File: config.mk
export PLATFORM = sky130hd
export DESIGN_NAME = msm_mapper
export DESIGN_NICKNAME = d
export VERILOG_FILES = /design/src/hw/msm_pkg.sv /design/src/hw/msm_mapper.sv /design/src/hw/msm_timer.sv
export SDC_FILE = /design/constraint.sdc
export NUM_CORES = 1
export LEC_CHECK = 0
export BUFFER_PORTS_ARGS = -buffer_cell sky130_fd_sc_hd__buf_4
export CORE_MARGIN = 1.5
export CORE_UTILIZATION = 55
export DETAILED_ROUTE_END_ITERATION = 7
export PLACE_DENSITY = 0.72
export SYNTH_ARGS = -nofsm -noshare
export SYNTH_HDL_FRONTEND = slang
export SYNTH_HIERARCHICAL = 1
export SYNTH_SLANG_ARGS = --single-unit
File: constraint.sdc
create_clock -name pclk -period 7.6 [get_ports pclk]
set_input_delay 0 -clock pclk [delete_from_list [all_inputs] [get_ports pclk]]
set_output_delay 0 -clock pclk [all_outputs]
set_load 0.01 [all_outputs]
File: src/hw/msm_pkg.sv
// Purpose: constants for the multistate stage output mapper
// Assumes: 50 MHz pclk, APB with 32-bit data
// Notes:   offsets are byte addresses
package msm_pkg;
    // ----------------------------------------------------------------
    // register map
    // ----------------------------------------------------------------
    localparam logic [7:0] ADDR_CTRL     = 8'h00;
    localparam logic [7:0] ADDR_VALUE    = 8'h04;
    localparam logic [7:0] ADDR_BACKUP   = 8'h08;
    localparam logic [7:0] ADDR_OUTPUTS  = 8'h0c;
    localparam logic [7:0] ADDR_STATUS   = 8'h10;
    localparam logic [7:0] ADDR_IRQ_STAT = 8'h14;
    localparam logic [7:0] ADDR_IRQ_MASK = 8'h18;
    localparam logic [7:0] ADDR_BUS_KICK = 8'h1c;

    // ----------------------------------------------------------------
    // control fields
    // ----------------------------------------------------------------
    localparam int CTRL_KIND      = 0;
    localparam int CTRL_LOCAL_DIS = 1;
    localparam int CTRL_BK_LO     = 2;
    localparam int CTRL_BK_HI     = 3;
    localparam logic [3:0] CTRL_RESET = 4'h0;

    // ----------------------------------------------------------------
    // interrupt status bits
    // ----------------------------------------------------------------
    localparam int IRQ_BUS_LOST  = 0;
    localparam int IRQ_MAP_FAULT = 1;
    localparam int IRQ_OVR_TOG   = 2;
    localparam int IRQ_W         = 3;

    typedef enum logic [1:0] {
        MSM_BK_OFF   = 2'h0,
        MSM_BK_VALUE = 2'h1,
        MSM_BK_KEEP  = 2'h2
    } msm_backup_t;

    // ----------------------------------------------------------------
    // timing
    // ----------------------------------------------------------------
    localparam int CLK_HZ       = 50_000_000;
    localparam int SETTLE_MS    = 300;
    localparam int SETTLE_CYC   = CLK_HZ / 1000 * SETTLE_MS;
    localparam int BUS_TMO_MS   = 1000;
    localparam int BUS_TMO_CYC  = CLK_HZ / 1000 * BUS_TMO_MS;
    localparam int FLASH_MS     = 250;
    localparam int FLASH_CYC    = CLK_HZ / 1000 * FLASH_MS;
    localparam int BLINK_MS     = 100;
    localparam int BLINK_CYC    = CLK_HZ / 1000 * BLINK_MS;
endpackage : msm_pkg

File: src/hw/msm_mapper.sv
// Purpose: map a multistate value onto six adjacent relay points
// Assumes: button inputs synchronous and already debounced
// Notes:   bus loss is a missing write to the value or kick register in time
// How it works
// RQ1: up-down: stage k turns on points n..n+k-1, none at zero
// RQ2: binary: value bit i drives point n+i, values 0 to 63
// RQ3: bus loss applies backup: all off, fixed pattern, or keep last
// RQ4: backup and mapping settings act at once while running
// RQ5: each point's status led follows its relay, except while flashing on error
// RQ6: on error the module led and point leds flash
// RQ7: middle press toggles local override on and off
// RQ8: plus press raises stage by one, saturates at highest stage
// RQ9: minus press lowers stage by one, stops at stage zero
// RQ10: override stage applied only after 0.3 s stable selection
// RQ11: override leds blank briefly while a button is pressed
// RQ12: a setting disables local operation; presses then ignored
// RQ13: outside logic inserts any all-off step between stages
// RQ14: unmapped value flags fault quality and applies backup
// RQ15: a control bit selects up-down or binary mapping
// RQ16: active override stage replaces the bus value as source
//
// Our own choices: the register offsets and the APB slave port.
`timescale 1ns/1ps
`default_nettype none
module msm_mapper #(
    parameter int POINTS      = 6,
    parameter int SETTLE_CYC  = msm_pkg::SETTLE_CYC,
    parameter int BUS_TMO_CYC = msm_pkg::BUS_TMO_CYC,
    parameter int FLASH_CYC   = msm_pkg::FLASH_CYC,
    parameter int BLINK_CYC   = msm_pkg::BLINK_CYC
) (
    input  wire logic        pclk,
    input  wire logic        presetn,
    input  wire logic        psel,
    input  wire logic        penable,
    input  wire logic        pwrite,
    input  wire logic [7:0]  paddr,
    input  wire logic [31:0] pwdata,
    output var  logic [31:0] prdata,
    output var  logic        pready,
    output var  logic        pslverr,
    input  wire logic        btn_mid,
    input  wire logic        btn_plus,
    input  wire logic        btn_minus,
    output var  logic [5:0]  relay_out,
    output var  logic [5:0]  point_led,
    output var  logic [5:0]  override_led,
    output var  logic        module_led,
    output var  logic        fault_quality,
    output var  logic        irq
);
    if (POINTS != 6) begin : g_bad_points
        $error("msm_mapper: only six points supported");
    end

    // ----------------------------------------------------------------
    // apb slave and registers
    // ----------------------------------------------------------------
    logic [3:0]  ctrl_r;
    logic [5:0]  multistate_out_value_r;
    logic [5:0]  backup_r;
    logic [msm_pkg::IRQ_W-1:0] irq_stat_r;
    logic [msm_pkg::IRQ_W-1:0] irq_mask_r;
    logic [msm_pkg::IRQ_W-1:0] irq_ev;
    logic        wr_en;
    logic        rd_en;
    logic        addr_ok;
    logic [31:0] rd_nxt;
    logic        bus_lost;
    logic        map_fault;
    logic        ovr_r;
    logic [5:0]  sel_stage_r;
    logic [5:0]  act_stage_r;
    logic [5:0]  keep_r;
    logic [5:0]  relay_nxt;
    logic        err;

    assign wr_en    = psel && penable && pwrite;
    assign rd_en    = psel && penable && !pwrite;

    always_comb begin
        addr_ok = 1'b1;
        rd_nxt  = '0;
        unique case (paddr)
            msm_pkg::ADDR_CTRL:     rd_nxt[3:0] = ctrl_r;
            msm_pkg::ADDR_VALUE:    rd_nxt[5:0] = multistate_out_value_r;
            msm_pkg::ADDR_BACKUP:   rd_nxt[5:0] = backup_r;
            msm_pkg::ADDR_OUTPUTS:  rd_nxt[5:0] = relay_out;
            msm_pkg::ADDR_STATUS:   rd_nxt[15:0] = {2'h0, act_stage_r,
                5'h00, map_fault, bus_lost, ovr_r};
            msm_pkg::ADDR_IRQ_STAT: rd_nxt[msm_pkg::IRQ_W-1:0] = irq_stat_r;
            msm_pkg::ADDR_IRQ_MASK: rd_nxt[msm_pkg::IRQ_W-1:0] = irq_mask_r;
            msm_pkg::ADDR_BUS_KICK: rd_nxt = '0;
            default:                addr_ok = 1'b0;
        endcase
    end

    // zero wait state: pready is high in every access phase
    always_ff @(posedge pclk or negedge presetn) begin
        if (!presetn) begin
            prdata  <= '0;
            pready  <= 1'b0;
            pslverr <= 1'b0;
        end else begin
            pready  <= psel && !penable;
            pslverr <= psel && !penable && !addr_ok;
            if (psel && !penable && !pwrite)
                prdata <= rd_nxt;
        end
    end

    // config written any time, used the very next cycle
    always_ff @(posedge pclk or negedge presetn) begin
        if (!presetn) begin
            ctrl_r                 <= msm_pkg::CTRL_RESET;
            multistate_out_value_r <= '0;
            backup_r               <= '0;
            irq_mask_r             <= '0;
        end else if (wr_en && pready) begin
            unique case (paddr)
                msm_pkg::ADDR_CTRL:     ctrl_r <= pwdata[3:0]; // RQ4
                msm_pkg::ADDR_VALUE:
                    multistate_out_value_r <= pwdata[5:0];
                msm_pkg::ADDR_BACKUP:   backup_r <= pwdata[5:0]; // RQ4
                msm_pkg::ADDR_IRQ_MASK:
                    irq_mask_r <= pwdata[msm_pkg::IRQ_W-1:0];
                default: ;
            endcase
        end
    end

    // ----------------------------------------------------------------
    // bus supervision
    // ----------------------------------------------------------------
    logic bus_busy;
    logic bus_done;
    logic bus_kick;
    logic bus_lost_r;

    assign bus_kick = wr_en && pready &&
        (paddr == msm_pkg::ADDR_VALUE || paddr == msm_pkg::ADDR_BUS_KICK);

    msm_timer #(.W(32), .COUNT(BUS_TMO_CYC)) u_bus_tmo (
        .pclk    (pclk),
        .presetn (presetn),
        .load    (bus_kick),
        .busy    (bus_busy),
        .done    (bus_done)
    );

    // lost until the first value or kick write; outputs start in backup state
    always_ff @(posedge pclk or negedge presetn) begin
        if (!presetn)
            bus_lost_r <= 1'b1;
        else if (bus_kick)
            bus_lost_r <= 1'b0;
        else if (bus_done)
            bus_lost_r <= 1'b1;
    end
    assign bus_lost = bus_lost_r && !bus_busy;

    // ----------------------------------------------------------------
    // local override
    // ----------------------------------------------------------------
    logic mid_d;
    logic plus_d;
    logic minus_d;
    logic any_btn;
    logic local_ok;
    logic mid_ev;
    logic step_up;
    logic step_dn;
    logic rep_done;
    logic set_done;
    logic stage_chg;
    logic [5:0] stage_max;

    assign local_ok = !ctrl_r[msm_pkg::CTRL_LOCAL_DIS]; // RQ12
    assign any_btn  = btn_mid || btn_plus || btn_minus;
    assign mid_ev   = local_ok && btn_mid && !mid_d; // RQ7
    assign stage_max = ctrl_r[msm_pkg::CTRL_KIND] ? 6'h3f : 6'h06;

    // held button repeats at the blink interval
    msm_timer #(.W(32), .COUNT(BLINK_CYC)) u_rep (
        .pclk    (pclk),
        .presetn (presetn),
        .load    (step_up || step_dn),
        .busy    (),
        .done    (rep_done)
    );

    assign step_up = local_ok && ovr_r && btn_plus && !btn_minus &&
        ((!plus_d) || rep_done);
    assign step_dn = local_ok && ovr_r && btn_minus && !btn_plus &&
        ((!minus_d) || rep_done);

    always_ff @(posedge pclk or negedge presetn) begin
        if (!presetn) begin
            mid_d   <= 1'b0;
            plus_d  <= 1'b0;
            minus_d <= 1'b0;
        end else begin
            mid_d   <= btn_mid;
            plus_d  <= btn_plus;
            minus_d <= btn_minus;
        end
    end

    always_ff @(posedge pclk or negedge presetn) begin
        if (!presetn)
            ovr_r <= 1'b0;
        else if (!local_ok)
            ovr_r <= 1'b0;
        else if (mid_ev)
            ovr_r <= !ovr_r; // RQ7
    end

    // entering override starts from the stage now applied
    assign stage_chg = step_up || step_dn;
    always_ff @(posedge pclk or negedge presetn) begin
        if (!presetn)
            sel_stage_r <= '0;
        else if (!ovr_r)
            sel_stage_r <= multistate_out_value_r;
        else if (step_up && sel_stage_r < stage_max)
            sel_stage_r <= sel_stage_r + 6'h01; // RQ8
        else if (step_dn && sel_stage_r != 6'h00)
            sel_stage_r <= sel_stage_r - 6'h01; // RQ9
    end

    msm_timer #(.W(32), .COUNT(SETTLE_CYC)) u_settle (
        .pclk    (pclk),
        .presetn (presetn),
        .load    (stage_chg),
        .busy    (),
        .done    (set_done)
    );

    // intermediate stages are skipped: only the settled one lands
    always_ff @(posedge pclk or negedge presetn) begin
        if (!presetn)
            act_stage_r <= '0;
        else if (!ovr_r)
            act_stage_r <= sel_stage_r;
        else if (set_done)
            act_stage_r <= sel_stage_r; // RQ10
    end

    // ----------------------------------------------------------------
    // mapping and backup
    // ----------------------------------------------------------------
    function automatic logic [5:0] map_stage(
        input logic       binary,
        input logic [5:0] stage
    );
        logic [5:0] m;
        m = '0;
        if (binary)
            m = stage; // RQ2
        else
            for (int i = 0; i < 6; i++)
                m[i] = (6'(i) < stage); // RQ1
        return m;
    endfunction : map_stage

    logic [5:0] src_stage;
    assign src_stage = ovr_r ? act_stage_r : multistate_out_value_r; // RQ16
    // up-down has no entry above six; binary covers every code
    assign map_fault = !ovr_r && !ctrl_r[msm_pkg::CTRL_KIND] &&
        multistate_out_value_r > 6'h06; // RQ14

    always_comb begin
        relay_nxt = map_stage(ctrl_r[msm_pkg::CTRL_KIND], src_stage); // RQ15
        if ((bus_lost && !ovr_r) || map_fault) begin
            unique case (ctrl_r[msm_pkg::CTRL_BK_HI:msm_pkg::CTRL_BK_LO])
                msm_pkg::MSM_BK_VALUE: relay_nxt = backup_r; // RQ3
                msm_pkg::MSM_BK_KEEP:  relay_nxt = keep_r; // RQ3
                default:               relay_nxt = '0; // RQ3
            endcase
        end
    end

    always_ff @(posedge pclk or negedge presetn) begin
        if (!presetn)
            keep_r <= '0;
        else if (!bus_lost && !map_fault)
            keep_r <= relay_nxt;
    end

    // ----------------------------------------------------------------
    // outputs and leds
    // ----------------------------------------------------------------
    logic flash_busy;
    logic flash_done;
    logic flash_r;

    msm_timer #(.W(32), .COUNT(FLASH_CYC)) u_flash (
        .pclk    (pclk),
        .presetn (presetn),
        .load    (!flash_busy),
        .busy    (flash_busy),
        .done    (flash_done)
    );

    assign err = map_fault || bus_lost;

    always_ff @(posedge pclk or negedge presetn) begin
        if (!presetn) begin
            flash_r       <= 1'b0;
            relay_out     <= '0;
            point_led     <= '0;
            override_led  <= '0;
            module_led    <= 1'b0;
            fault_quality <= 1'b0;
        end else begin
            if (flash_done)
                flash_r <= !flash_r;
            relay_out     <= relay_nxt;
            fault_quality <= map_fault; // RQ14
            if (err) begin
                point_led  <= {6{flash_r}}; // RQ6
                module_led <= flash_r; // RQ6
            end else begin
                point_led  <= relay_nxt; // RQ5
                module_led <= 1'b1;
            end
            override_led <= (ovr_r && !(any_btn && local_ok)) ?
                6'h3f : 6'h00; // RQ11
        end
    end

    // ----------------------------------------------------------------
    // interrupts
    // ----------------------------------------------------------------
    logic bus_lost_d;
    logic fault_d;

    always_ff @(posedge pclk or negedge presetn) begin
        if (!presetn) begin
            bus_lost_d <= 1'b0;
            fault_d    <= 1'b0;
        end else begin
            bus_lost_d <= bus_lost;
            fault_d    <= map_fault;
        end
    end

    always_comb begin
        irq_ev = '0;
        irq_ev[msm_pkg::IRQ_BUS_LOST]  = bus_lost && !bus_lost_d;
        irq_ev[msm_pkg::IRQ_MAP_FAULT] = map_fault && !fault_d;
        irq_ev[msm_pkg::IRQ_OVR_TOG]   = mid_ev;
    end

    // set wins over a same-cycle write-one clear
    always_ff @(posedge pclk or negedge presetn) begin
        if (!presetn) begin
            irq_stat_r <= '0;
            irq        <= 1'b0;
        end else begin
            if (wr_en && pready && paddr == msm_pkg::ADDR_IRQ_STAT)
                irq_stat_r <= (irq_stat_r &
                    ~pwdata[msm_pkg::IRQ_W-1:0]) | irq_ev;
            else
                irq_stat_r <= irq_stat_r | irq_ev;
            irq <= |(irq_stat_r & irq_mask_r);
        end
    end
endmodule : msm_mapper
`default_nettype wire

File: src/hw/msm_timer.sv
// Purpose: retriggerable down-counter, done pulse on expiry
// Assumes: load restarts the count
// Notes:   busy stays high while counting
`timescale 1ns/1ps
`default_nettype none
module msm_timer #(
    parameter int W     = 32,
    parameter int COUNT = 16
) (
    input  wire logic pclk,
    input  wire logic presetn,
    input  wire logic load,
    output var  logic busy,
    output var  logic done
);
    // count minus one must fit the counter width
    if (COUNT < 1 || $clog2(COUNT) > W) begin : g_bad_count
        $error("msm_timer: COUNT out of range");
    end

    logic [W-1:0] cnt_r;

    always_ff @(posedge pclk or negedge presetn) begin
        if (!presetn) begin
            cnt_r <= '0;
            busy  <= 1'b0;
            done  <= 1'b0;
        end else begin
            done <= 1'b0;
            if (load) begin
                cnt_r <= W'(COUNT - 1);
                busy  <= 1'b1;
            end else if (busy) begin
                if (cnt_r == '0) begin
                    busy <= 1'b0;
                    done <= 1'b1;
                end else begin
                    cnt_r <= cnt_r - 1'b1;
                end
            end
        end
    end
endmodule : msm_timer
`default_nettype wire

==> impl_table.tex, run 1 <==
\begin{tabular}{lr}
\hline
Metric & Value \\
\hline
\multicolumn{2}{l}{\textbf{Timing}} \\
\quad Timing-limited maximum frequency & 234 MHz \\
\quad RSZ-0062 raised after global routing & false \\
\quad Tightest hold margin & between 0.015 and 0.02 ns \\
\quad Worst Tran Pin Value & 1.05 ns \\
\quad Fin Clk Skew & 0.0101 ns \\
\quad Final hold violations & 0 \\
\quad Share of the cycle needed by the critical path after routing & between 50 and 60\% \\
\quad Setup TNS after final layout & 0 ns \\
\quad Minimum clock period & about 4.3 ns \\
\quad Setup Viol. Count Final & 0 \\
\quad Final Max Tran Viols & 0 \\
\quad Worst slew margin & 29.6\% \\
\multicolumn{2}{l}{\textbf{Synth}} \\
\quad Post-synthesis instance area & 11,800 um\^{}2 \\
\quad Sequential fraction of the synthesis area & 45.0\% \\
\quad Number of synthesized flops with an enable pin & 0 \\
\quad Top flip-flop cell by instance count after synthesis & dfrtp\_1 \\
\quad Proportion of synthesized flip-flops having asynchronous set or reset & 100\% \\
\quad Post-Synthesis Cells & 1,198 \\
\quad Count of synthesis-stage warnings from yosys & 6 \\
\quad Average cell area after synthesis & 9.88 um\^{}2 \\
\quad Synth unique cells & 100 \\
\quad Register bit total from synthesis & 213 \\
\multicolumn{2}{l}{\textbf{GRT}} \\
\quad Initial antenna violation count & 0 \\
\quad Grt ovf & 0 \\
\quad Vias in the first global route & 8,850 \\
\quad Pin count of the biggest net entering global routing & around 80 \\
\quad Global-route wire length before repair & 43,700 um \\
\quad Total GRT Usage & 23.5\% \\
\multicolumn{2}{l}{\textbf{Route}} \\
\quad Via Count & about 9.5k \\
\quad Post-DRT Antenna Nets & 0 \\
\quad Final routed wirelength across all metal layers & 25,900 um \\
\quad Number of remaining DRC errors & 0 \\
\quad Number of search-and-repair iterations in the first detailed-routing pass & 5 \\
\quad Wire length per cell & 16.8 um \\
\quad Detail-routed via count per cell & 6.15 \\
\quad Number of violations reported at the end of detailed-routing iteration 0 & approximately 650 \\
\multicolumn{2}{l}{\textbf{Power and ir drop}} \\
\quad Power density of the placed cells & 227 nW/um\^{}2 \\
\quad Max VDD drop & 0.184 mV \\
\quad Post-route total power & 3.03 mW \\
\quad Leakage & 5.43 nW \\
\multicolumn{2}{l}{\textbf{Die}} \\
\quad Die extent in x & roughly 150 um \\
\quad IO Count & approximately 100 \\
\quad Die area & 22,400 um\^{}2 \\
\quad Placement Rows & 53 \\
\quad Initial core utilization & a little under three fifths \\
\quad Floorplan core area & 21,100 um\^{}2 \\
\quad Chip Height & between 100 and 150 um \\
\multicolumn{2}{l}{\textbf{Clock network}} \\
\quad H-tree depth reported by CTS & 1 \\
\quad Maximum clock insertion buffer count & 3 \\
\quad Clock buffer count from CTS & 24 \\
\quad Clk root buf & clkbuf\_16 \\
\quad Sink count of the clock tree & 213 \\
\quad Latest clock arrival within the worst-skew pair & 0.51 ns \\
\quad CTS tree & done \\
\quad \# resized after CTS & 0 \\
\quad Clock transition time at the flip-flop clock pins of the worst setup and hold paths & 0.06 ns \\
\multicolumn{2}{l}{\textbf{Final layout}} \\
\quad Net count, final & 1,309 \\
\quad Ratio of cells with drive above 1 in the final layout & 16.1\% \\
\quad Layout Cell Area excl Fill & 13,300 um\^{}2 \\
\quad Number of diodes & 0 \\
\quad Synth-to-Final Area Change & 12.7\% \\
\multicolumn{2}{l}{\textbf{Critical path}} \\
\quad Worst stage delay on the critical path & 0.86 ns \\
\quad Setup slack of the worst register-to-register path & 3.33 ns \\
\quad Critical-path cell list & inv\_1, o32ai\_4, buf\_4, buf\_4, nor2\_1, or4b\_2, nor2\_1, or4b\_2, a21oi\_1 \\
\quad Critical R2R Launch & ovr\_r\$\_DFFE\_PN0P\_ \\
\quad Number of cell instances on the worst register-to-register path & 9 \\
\quad Worst setup path class & reg -> reg \\
\quad Req. time, crit path & 8.03 ns \\
\quad Launch point of the worst path & ovr\_r\$\_DFFE\_PN0P\_ \\
\quad Nature of the critical path endpoint & flip-flop \\
\quad Slowest cell on the critical path & dfrtp\_1 \\
\quad Largest fanout on the critical path & 54 \\
\quad Arrival time of data at the critical path endpoint & 4.70 ns \\
\quad R2R Path End & u\_settle/cnt\_r[17]\$\_DFFE\_PN0P\_ \\
\quad Type of origin of the critical path & flip-flop \\
\quad Worst Setup EP & u\_settle/cnt\_r[17]\$\_DFFE\_PN0P\_ \\
\multicolumn{2}{l}{\textbf{Place}} \\
\quad Port Buffers & 56 \\
\quad Global placement routability congestion & 0.868 \\
\quad Post-place instance area & 12,300 um\^{}2 \\
\quad Half-perimeter wire length after detailed placement & 17,400 um \\
\multicolumn{2}{l}{\textbf{Run status}} \\
\quad Outcome & complete, no violations \\
\multicolumn{2}{l}{\textbf{Flow run}} \\
\quad Maximum capacitance violations & 0 \\
\multicolumn{2}{l}{\textbf{Worst hold path}} \\
\quad Class of the most critical hold timing path & in -> async \\
\hline
\end{tabular}
-- sequential cells by signal, summed over array words and instances (netlist names), 12 cells and up --
name	cells
u_bus_tmo/cnt_r	32
u_flash/cnt_r	32
u_rep/cnt_r	32
u_settle/cnt_r	32
prdata	12
-- worst min-delay path by stage --
stage	from	endpoint	slack, ns	depth (start not counted)
after floorplan	presetn	act_stage_r[0]$_DFFE_PN0P_	-0.30	0
after global placement	presetn	act_stage_r[2]$_DFFE_PN0P_	-0.04	1
after detailed placement	presetn	prdata[10]$_DFFE_PN0P_	-0.03	1
after CTS	paddr[5]	prdata[2]$_DFFE_PN0P_	0.0007	4
after global routing	paddr[1]	pslverr$_DFF_PN0_	0.03	4
final	presetn	override_led[4]$_DFF_PN0_	0.02	2
-- routing by layer --
layer	track usage, %	share of wire (%)
met5	0	0
met4	5.34	1.6
met3	2.35	3.9
met2	39.2	48
met1	33.1	47
-- synth_stat cells, types with 8 or more instances --
| master | number | area share, % |
|---|---|---|
| clkbuf_1 | 28 | 0.89 |
| or4_1 | 32 | 2.0 |
| buf_4 | 25 | 1.6 |
| a22oi_1 | 8 | 0.51 |
| a211oi_1 | 8 | 0.51 |
| inv_1 | 32 | 1.0 |
| nor2_1 | 106 | 3.4 |
| nor2b_1 | 39 | 2.1 |
| or3_1 | 43 | 2.3 |
| mux2_2 | 37 | 3.5 |
| a21oi_1 | 51 | 2.2 |
| nand2b_1 | 18 | 0.95 |
| o31ai_1 | 32 | 2.0 |
| buf_2 | 16 | 0.68 |
| ha_1 | 13 | 1.4 |
| xnor2_1 | 20 | 1.5 |
| nor4_1 | 39 | 2.1 |
| dfrtp_1 | 212 | 45 |
| a22o_1 | 10 | 0.74 |
| nor3_1 | 35 | 1.5 |
| mux2i_1 | 26 | 2.2 |
| or4_4 | 8 | 0.76 |
| and3_1 | 11 | 0.58 |
| nand3_1 | 39 | 1.6 |
| or2_2 | 10 | 0.53 |
| o21ai_0 | 46 | 1.9 |
| nand2_1 | 78 | 2.5 |
| nand4_1 | 9 | 0.48 |
-- stage by stage --
step           instances  util (%)  worst slack (ns)
2_1_floorplan       1217         -              4.32
3_3_place_gp        1477      58.3              3.39
3_5_place_dp        1477      58.3              3.34
4_1_cts             1539      63.3              3.33
5_1_grt             1539      63.3              2.92
6_report            1539      63.3              3.33
-- report_power, final --
| group | leakage, nW | switching, mW | total, mW | internal, mW |
|---|---|---|---|---|
| sequential | 2.57 | 0.113 | 1.34 | 1.23 |
| clock | 0.419 | 0.457 | 1.22 | 0.767 |
| combinational | 2.44 | 0.258 | 0.469 | 0.211 |
| total | 5.43 | 0.828 | 3.03 | 2.21 |
-- area by class of cell --
cell class	count	area (um^2)
sequential	213	5330
inverter	32	120
tap	275	344
timing repair buffer	81	663
clock inverter	9	125
fill	1757	7740
clock buffer	34	729
multi-input combinational	895	6030
-- layout by cell type (no fill, tap or decap), drive strengths merged, types with 6 or more instances in the layout --
cell,count
a2111oi,8
a211oi,8
a21oi,51
a22o,10
a22oi,8
a31o,8
and2,6
and3,11
buf,62
clkbuf,34
conb,20
dfrtp,212
dlygate4sd3,19
ha,13
inv,32
mux2,43
mux2i,26
nand2,80
nand2b,18
nand3,40
nand4,9
nand4b,6
nor2,110
nor2b,39
nor3,37
nor4,48
nor4b,7
o21ai,49
o31ai,32
or2,13
or3,45
or4,41
xnor2,20
xor2,6
-- timing repair --
| item | in CTS | in global routing |
|---|---|---|
| buffers inserted | 0 | 0 |
| hold endpoints to repair | 93 | 0 |
| hold buffers | 19 | 0 |
-- kinds of logic after synthesis --
kind of cell / synth area share (%)
multiplexers: 6.51
AO/OA/AOI/OAI: 13.4
flip-flops: 45.0
other: 0.0317
buffers and inverters: 4.81
adder cells (fa/ha/maj): 1.54
AND/OR/NAND/NOR: 26.7
XOR/XNOR: 1.92
-- worst max-delay path, delay by kind of cell, from the launching register on --
kind	cells	cell delay, ns
flops	1	0.86
buf+inv	3	1.17
compound gates	2	0.48
simple gates	4	1.65
Power figures use the tool's default switching activity.
==> run 2: changes to the inputs <==
- ABC_AREA: default -> 1
- PLACE_DENSITY: 0.72 -> 0.75
- clock period: 7.6 -> 3.64 ns (I/O delays scaled with it)
==> impl_table.tex, run 2 <==
\begin{tabular}{lr}
\hline
Metric & Value \\
\hline
\multicolumn{2}{l}{\textbf{Timing}} \\
\quad Share of the cycle needed by the critical path after routing & 79.5\% (+23 points) \\
\quad Setup Viol. Count Final & 0 (unchanged) \\
\quad Worst slew margin & 43.9\% (+14 points) \\
\quad Fin Clk Skew & 0.0168 ns (+0.00673 ns) \\
\quad Worst Tran Pin Value & 0.840 ns (-0.208 ns) \\
\quad RSZ-0062 raised after global routing & false \\
\quad Setup TNS after final layout & 0 ns (unchanged) \\
\quad Final hold violations & 0 (unchanged) \\
\quad Minimum clock period & 2.89 ns (-1.38 ns) \\
\quad Timing-limited maximum frequency & 346 MHz (+48\%) \\
\quad Final Max Tran Viols & 0 (unchanged) \\
\multicolumn{2}{l}{\textbf{Route}} \\
\quad Number of search-and-repair iterations in the first detailed-routing pass & 5 (unchanged) \\
\quad Final routed wirelength across all metal layers & 32,400 um (+25\%) \\
\quad Post-DRT Antenna Nets & 0 (unchanged) \\
\quad Detail-routed via count per cell & 5.34 (-13\%) \\
\quad Number of violations reported at the end of detailed-routing iteration 0 & 1,091 (+69\%) \\
\quad Wire length per cell & 13.8 um (-18\%) \\
\quad Number of remaining DRC errors & 0 (unchanged) \\
\quad Via Count & 12.6k (+33\%) \\
\multicolumn{2}{l}{\textbf{Synth}} \\
\quad Proportion of synthesized flip-flops having asynchronous set or reset & 100\% (unchanged) \\
\quad Post-synthesis instance area & 13,900 um\^{}2 (+17\%) \\
\quad Portion of synthesized cell area occupied by the leading cell type & 38.2\% (-6.6 points) \\
\quad Sequential fraction of the synthesis area & 38.4\% (-6.7 points) \\
\quad Count of synthesis-stage warnings from yosys & 6 (unchanged) \\
\quad Leading cell type by number of instances after synthesis & nand2\_1 \\
\quad Top flip-flop cell by instance count after synthesis & dfrtp\_1 \\
\quad Top cells by count, synth & 643 x nand2\_1, 296 x nor2\_1, 212 x dfrtp\_1, 170 x inv\_1, 146 x nand3\_1 \\
\quad Area leader, netlist & dfrtp\_1 \\
\quad Register bit total from synthesis & 213 (unchanged) \\
\quad Top area cells in the synthesized netlist & dfrtp\_1 38\%, nand2\_1 17\%, nor2\_1 8.0\% \\
\quad Average cell area after synthesis & 7.13 um\^{}2 (-28\%) \\
\quad Post-Synthesis Cells & 1,950 (+63\%) \\
\quad Number of synthesized flops with an enable pin & 0 (unchanged) \\
\quad Synth unique cells & 50 (-50\%) \\
\multicolumn{2}{l}{\textbf{Critical path}} \\
\quad Largest fanout on the critical path & 8 (-85\%) \\
\quad Worst stage delay on the critical path & 0.52 ns (-0.34 ns) \\
\quad Worst setup path class & reg -> reg \\
\quad Critical-path cell list & inv\_2, ha\_1, nand2\_1, nand2\_1, nor2\_1, nand3\_2, ha\_1, a21oi\_1, o21ai\_0, nor2\_1, inv\_1, nand3\_1, nand3\_1, a21oi\_1 \\
\quad Type of origin of the critical path & flip-flop \\
\quad Slowest cell on the critical path & dfrtp\_1 \\
\quad Arrival time of data at the critical path endpoint & 3.36 ns (-1.34 ns) \\
\quad Nature of the critical path endpoint & flip-flop \\
\quad Req. time, crit path & 4.10 ns (-3.93 ns) \\
\multicolumn{2}{l}{\textbf{Die}} \\
\quad Chip Height & 162 um (+8.2\%) \\
\quad Floorplan core area & 24,500 um\^{}2 (+16\%) \\
\quad Placement Rows & 57 (+7.5\%) \\
\quad Die area & 26,200 um\^{}2 (+17\%) \\
\quad Initial core utilization & 56.7\% (+0.50 points) \\
\quad IO Count & 103 (unchanged) \\
\quad Die extent in x & 162 um (+8.2\%) \\
\multicolumn{2}{l}{\textbf{Final layout}} \\
\quad Area used by multi-input combinational logic & 7350 um\^{}2 (+22\%) \\
\quad Cell Count, Final, Fillers Out & 2,351 (+53\%) \\
\quad Ratio of cells with drive above 1 in the final layout & 14.4\% (-1.7 points) \\
\quad Sequential standard cell area & 5330 um\^{}2 (unchanged) \\
\quad Most frequent cells in the layout & 643 x nand2\_1, 296 x nor2\_1, 212 x dfrtp\_1 \\
\quad Number of diodes & 0 (unchanged) \\
\quad End-of-flow core utilization & 62.6\% (-0.68 points) \\
\quad Leading cell type in the layout, fill and taps excluded & nand2\_1 \\
\quad Filler instances & 2,145 (+22\%) \\
\quad Net count, final & 2,071 (+58\%) \\
\quad Synth-to-Final Area Change & 10.5\% \\
\multicolumn{2}{l}{\textbf{Place}} \\
\quad Port Buffers & 56 (unchanged) \\
\quad Count of placed standard cells including taps & 2,291 (+55\%) \\
\quad Half-perimeter wire length after detailed placement & 22,800 um (+31\%) \\
\quad Global placement routability congestion & 0.928 (+6.9\%) \\
\multicolumn{2}{l}{\textbf{GRT}} \\
\quad Grt ovf & 0 (unchanged) \\
\quad Global-route wire length before repair & 56,100 um (+28\%) \\
\quad Total GRT Usage & 25.6\% (+2.1 points) \\
\quad Vias in the first global route & 11.9k (+34\%) \\
\quad Initial antenna violation count & 0 (unchanged) \\
\quad Pin count of the biggest net entering global routing & 96 (+23\%) \\
\multicolumn{2}{l}{\textbf{Clock network}} \\
\quad Clock transition time at the flip-flop clock pins of the worst setup and hold paths & 0.06 ns (about the same) \\
\quad CTS tree & done \\
\quad Sink count of the clock tree & 213 (unchanged) \\
\quad Maximum clock insertion buffer count & 3 (unchanged) \\
\quad H-tree depth reported by CTS & 1 (unchanged) \\
\quad \# resized after CTS & 0 (unchanged) \\
\quad Latest clock arrival within the worst-skew pair & 0.55 ns (+0.04 ns) \\
\quad Clk root buf & clkbuf\_16 \\
\quad Clock buffer count from CTS & 25 (+4.2\%) \\
\multicolumn{2}{l}{\textbf{Power and ir drop}} \\
\quad Max VDD drop & 0.396 mV (+110\%) \\
\quad Leakage & 7.77 nW (+43\%) \\
\quad Power density of the placed cells & 528 nW/um\^{}2 (+130\%) \\
\multicolumn{2}{l}{\textbf{Worst hold path}} \\
\quad Class of the most critical hold timing path & in -> async \\
\multicolumn{2}{l}{\textbf{Run status}} \\
\quad Outcome & complete, no violations \\
\multicolumn{2}{l}{\textbf{Flow run}} \\
\quad Maximum capacitance violations & 0 (unchanged) \\
\hline
\end{tabular}
run 2: cell types whose count changed in the layout (fill, tap and decap cells not counted), sizes merged, moves of 42 or more:
cell   delta
inv     +153
mux2     -43
nand2   +609
nand3   +108
nand4    +42
nor2    +222
nor4     -48
o21ai   +100
or3      -45
run 2: metal layers:
metal  wire (um)  track usage [%]  part of all wire [%]
met5           0                0                     0
met2       15400             43.4                    48
met4         606             6.34                   1.9
met3        1500             2.96                   4.6
met1       14900             35.0                    46
run 2: per-stage QoR:
stage / power (mW) / area (um^2) / hold WS [ns] / setup slack [ns]
after floorplan: 4.83 / 14000 / -0.296 / 1.24
after global placement: 5.29 / 14300 / 0.0899 / 0.874
after detailed placement: 5.38 / 14300 / 0.0930 / 0.857
after CTS: 8.17 / 15400 / 0.0450 / 0.760
after global routing: 8.67 / 15400 / 0.0935 / 0.540
final: 8.12 / 15400 / 0.0561 / 0.746
run 2: layout make-up:
cell class	instances	share of cell area [%]
multi-input cells	1503	47.9
clock buffers	33	4.53
flip-flops and latches	213	34.7
well taps	324	2.64
inverters	186	4.63
clock inverters	12	1.34
repair buffers	80	4.29
run 2: power by group:
group / switching, mW / total [mW] / leakage [nW] / internal [mW]
combinational: 1.44 / 2.25 / 4.64 / 0.814
sequential: 0.410 / 3.14 / 2.69 / 2.73
clock: 1.02 / 2.73 / 0.442 / 1.70
run 2: path summary, 6_finish.rpt:
path,start,end,slack (ns),cells past startpoint
setup / recovery,ctrl_r[0]$_DFFE_PN0P_,sel_stage_r[5]$_DFFE_PN0P_,0.75,14
hold / removal,presetn,u_settle/cnt_r[19]$_DFFE_PN0P_,0.06,2
setup reg to reg,ctrl_r[0]$_DFFE_PN0P_,sel_stage_r[5]$_DFFE_PN0P_,0.75,14
hold reg to reg,u_flash/done$_DFF_PN0_,flash_r$_DFFE_PN0P_,0.42,1
max in group asynchronous,presetn,u_flash/cnt_r[24]$_DFFE_PN0P_,2.47,3
min in group pclk,paddr[1],irq_stat_r[1]$_DFF_PN0_,0.06,7
run 2: worst max-delay path: cells and delay by family (launching register included):
kind                       cells  cell delay, ns
AOI/OAI and AO/OA              3            0.49
adders and majority gates      2            0.75
buffers and inverters          2            0.22
DFF                            1            0.52
and+or+nand+nor                7            0.84
run 2: cell families after synthesis:
kind of cell               share of synthesized area [%]
xor gates and xnor gates                            1.20
and+or+nand+nor                                     40.2
other                                             0.0270
DFF                                                 38.4
adders and majority gates                           1.31
AOI/OAI and AO/OA                                   9.67
buffers and inverters                               9.26
run 2: repair_timing:
action	in CTS	in global routing
hold buffers	15	0
setup buffers	0	0
hold endpoints to repair	128	0
==> run 3: changes to the inputs <==
- ABC_AREA: 1 -> 0
- PLACE_DENSITY: 0.75 -> 0.72
- clock period: 3.64 -> 2.8 ns (I/O delays scaled with it)
==> impl_table.tex, run 3 (synthesized netlist as in run 1, its figures left out) <==
\begin{tabular}{lr}
\hline
Metric & Value \\
\hline
\multicolumn{2}{l}{\textbf{Run status}} \\
\quad Outcome & complete, no violations \\
\multicolumn{2}{l}{\textbf{Critical path}} \\
\quad Critical R2R Launch & u\_settle/cnt\_r[17]\$\_DFFE\_PN0P\_ \\
\quad Worst Setup EP & u\_settle/cnt\_r[29]\$\_DFFE\_PN0P\_ \\
\quad Stages on the worst setup path & 5 (-9) \\
\quad Largest fanout on the critical path & 7 (-1) \\
\quad Worst stage delay on the critical path & 0.54 ns (+0.02 ns) \\
\quad Cell repeated most along the worst path & or4\_4 \\
\quad Critical-path cell list & or4\_4, or4\_4, or3\_1, a2111oi\_2, mux2\_1 \\
\quad Req. time, crit path & 3.18 ns (-0.92 ns) \\
\quad Crit-path leading delay family & simple AND/OR/NAND/NOR gates \\
\quad Arrival time of data at the critical path endpoint & 3.09 ns (-0.27 ns) \\
\quad Worst setup path class & reg -> reg \\
\quad Slowest cell on the critical path & or4\_4 \\
\quad R2R Path End & u\_settle/cnt\_r[29]\$\_DFFE\_PN0P\_ \\
\quad Number of cell instances on the worst register-to-register path & 5 (-9) \\
\quad CP bufs+invs & 0 (-2) \\
\quad Type of origin of the critical path & flip-flop \\
\quad Setup slack of the worst register-to-register path & 0.09 ns (-0.66 ns) \\
\quad Launch point of the worst path & u\_settle/cnt\_r[17]\$\_DFFE\_PN0P\_ \\
\quad Nature of the critical path endpoint & flip-flop \\
\multicolumn{2}{l}{\textbf{Timing}} \\
\quad RSZ-0062 raised after global routing & false \\
\quad Timing-limited maximum frequency & 369 MHz (+6.7\%) \\
\quad Share of the cycle needed by the critical path after routing & 96.8\% (+17 points) \\
\quad Final Max Tran Viols & 0 (unchanged) \\
\quad Setup Viol. Count Final & 0 (unchanged) \\
\quad Worst slew margin & 48.0\% (+4.1 points) \\
\quad Worst Tran Pin Value & 0.780 ns (-0.0600 ns) \\
\quad Fin Clk Skew & 0.0196 ns (+0.00275 ns) \\
\quad Minimum clock period & 2.71 ns (-0.183 ns) \\
\quad Final hold violations & 0 (unchanged) \\
\multicolumn{2}{l}{\textbf{Die}} \\
\quad Initial core utilization & 56.2\% (-0.50 points) \\
\quad Die area & 22,400 um\^{}2 (-15\%) \\
\quad Floorplan core area & 21,100 um\^{}2 (-14\%) \\
\quad IO Count & 103 (unchanged) \\
\quad Chip Height & 150 um (-7.6\%) \\
\quad Die extent in x & 150 um (-7.6\%) \\
\quad Placement Rows & 53 (-7.0\%) \\
\multicolumn{2}{l}{\textbf{GRT}} \\
\quad Initial antenna violation count & 0 (unchanged) \\
\quad Total GRT Usage & 24.0\% (-1.6 points) \\
\quad Pin count of the biggest net entering global routing & 102 (+6.3\%) \\
\quad Vias in the first global route & 9,092 (-23\%) \\
\quad Grt ovf & 0 (unchanged) \\
\quad Global-route wire length before repair & 44,500 um (-21\%) \\
\multicolumn{2}{l}{\textbf{Flow run}} \\
\quad Maximum capacitance violations & 0 (unchanged) \\
\multicolumn{2}{l}{\textbf{Clock network}} \\
\quad Latest clock arrival within the worst-skew pair & 0.52 ns (-0.03 ns) \\
\quad Clk root buf & clkbuf\_16 \\
\quad H-tree depth reported by CTS & 1 (unchanged) \\
\quad CTS tree & done \\
\quad Sink count of the clock tree & 213 (unchanged) \\
\quad Clock buffer count from CTS & 23 (-8.0\%) \\
\quad Clock transition time at the flip-flop clock pins of the worst setup and hold paths & 0.06 ns (about the same) \\
\quad Maximum clock insertion buffer count & 3 (unchanged) \\
\multicolumn{2}{l}{\textbf{Route}} \\
\quad Detail-routed via count per cell & 6.05 (+13\%) \\
\quad Number of remaining DRC errors & 0 (unchanged) \\
\quad Number of search-and-repair iterations in the first detailed-routing pass & 5 (unchanged) \\
\quad Post-DRT Antenna Nets & 0 (unchanged) \\
\quad Via Count & 9,570 (-24\%) \\
\quad Wire length per cell & 16.9 um (+23\%) \\
\quad Number of violations reported at the end of detailed-routing iteration 0 & 557 (-49\%) \\
\quad Final routed wirelength across all metal layers & 26,700 um (-17\%) \\
\multicolumn{2}{l}{\textbf{Final layout}} \\
\quad Filler instances & 1,666 (-22\%) \\
\quad Ratio of cells with drive above 1 in the final layout & 19.6\% (+5.2 points) \\
\quad Leading cell type in the layout, fill and taps excluded & dfrtp\_1 \\
\quad Synth-to-Final Area Change & 15.6\% \\
\quad Layout Cell Area excl Fill & 13,700 um\^{}2 (-11\%) \\
\quad Number of diodes & 0 (unchanged) \\
\quad Most frequent cells in the layout & 212 x dfrtp\_1, 105 x nor2\_1, 103 x buf\_4 \\
\quad Cell Count, Final, Fillers Out & 1,581 (-33\%) \\
\quad Net count, final & 1,351 (-35\%) \\
\quad End-of-flow core utilization & 64.9\% (+2.3 points) \\
\multicolumn{2}{l}{\textbf{Place}} \\
\quad Post-place instance area & 12,700 um\^{}2 (-12\%) \\
\quad Count of placed standard cells including taps & 1,520 (-34\%) \\
\quad Global placement routability congestion & 0.853 (-8.1\%) \\
\quad Half-perimeter wire length after detailed placement & 18,600 um (-19\%) \\
\quad Port Buffers & 56 (unchanged) \\
\multicolumn{2}{l}{\textbf{Worst hold path}} \\
\quad Worst hold path stage count & 4 \\
\quad Class of the most critical hold timing path & in -> reg \\
\quad Beginning of the worst hold path & paddr[4] \\
\multicolumn{2}{l}{\textbf{Power and ir drop}} \\
\quad Power density of the placed cells & 587 nW/um\^{}2 (+11\%) \\
\quad Leakage & 5.61 nW (-28\%) \\
\quad Max VDD drop & 0.588 mV (+49\%) \\
\quad Post-route total power & 8.03 mW (-1.1\%) \\
\hline
\end{tabular}
run 3: changes by cell type in the layout (fill, tap and decap cells not counted), sizes merged, moves of 29 or more:
cell	delta
mux2	+43
nand4	-42
nand2	-609
or4	+41
buf	+42
nor2	-222
or3	+45
inv	-152
nor3	+29
a21oi	+38
o21ai	-100
nor4	+48
nand3	-108
nor2b	+39
run 3: final cells by class:
class	count	area (um^2)	area share, %
multi-input cells	895	6160	45.0
flip-flops and latches	213	5330	39.0
repair buffers	124	1010	7.38
clock buffers	37	668	4.88
well taps	275	344	2.51
inverters	32	120	0.878
clock inverters	5	53.8	0.393
run 3: power by group:
group	internal, mW	leakage [nW]	switching [mW]	total [mW]
clock	1.72	0.354	1.19	2.91
sequential	3.33	2.57	0.260	3.59
combinational	0.690	2.68	0.829	1.52
total	5.75	5.61	2.28	8.03
run 3: through the flow:
stage	TNS [ns]	setup WS [ns]	hold WS (ns)
after floorplan	0	0.00563	-0.296
after global placement	0	0.109	0.0872
after detailed placement	-0.0109	-0.0109	0.0913
after CTS	0	0.000199	0.00178
after global routing	0	0.000433	0.0357
final	0	0.0887	0.0272
run 3: worst register-to-register path: stages, from the launching register on:
cell and delay, ns:
dfrtp_1 0.40, or4_4 0.54, or4_4 0.46, or3_1 0.49, a2111oi_2 0.34, mux2_1 0.36
run 3: repair_timing:
action / 4_1_cts / 5_1_grt
cloned: 0 / 0
resized for setup: 2 / 22
endpoints found under the hold margin: 129 / 0
pin swaps: 0 / 4
setup endpoints to repair: 2 / 27
hold buffers: 17 / 0
setup buffers: 0 / 2
run 3: how the worst min path moves through the flow:
stage	endpoint	slack, ns
floorplan	act_stage_r[0]$_DFFE_PN0P_	-0.30
global placement	prdata[10]$_DFFE_PN0P_	0.09
detailed placement	act_stage_r[4]$_DFFE_PN0P_	0.09
CTS	prdata[5]$_DFFE_PN0P_	0.002
global route	ctrl_r[3]$_DFFE_PN0P_	0.04
finish	prdata[4]$_DFFE_PN0P_	0.03
run 3: per-layer routing:
layer  track usage, %  share of wire [%]  vias up
met5                0                  0        -
met4             5.83                1.8        0
met3             3.08                4.5       41
met2             39.9                 47      224
met1             33.3                 46     4703
li1                 -                  -     4602
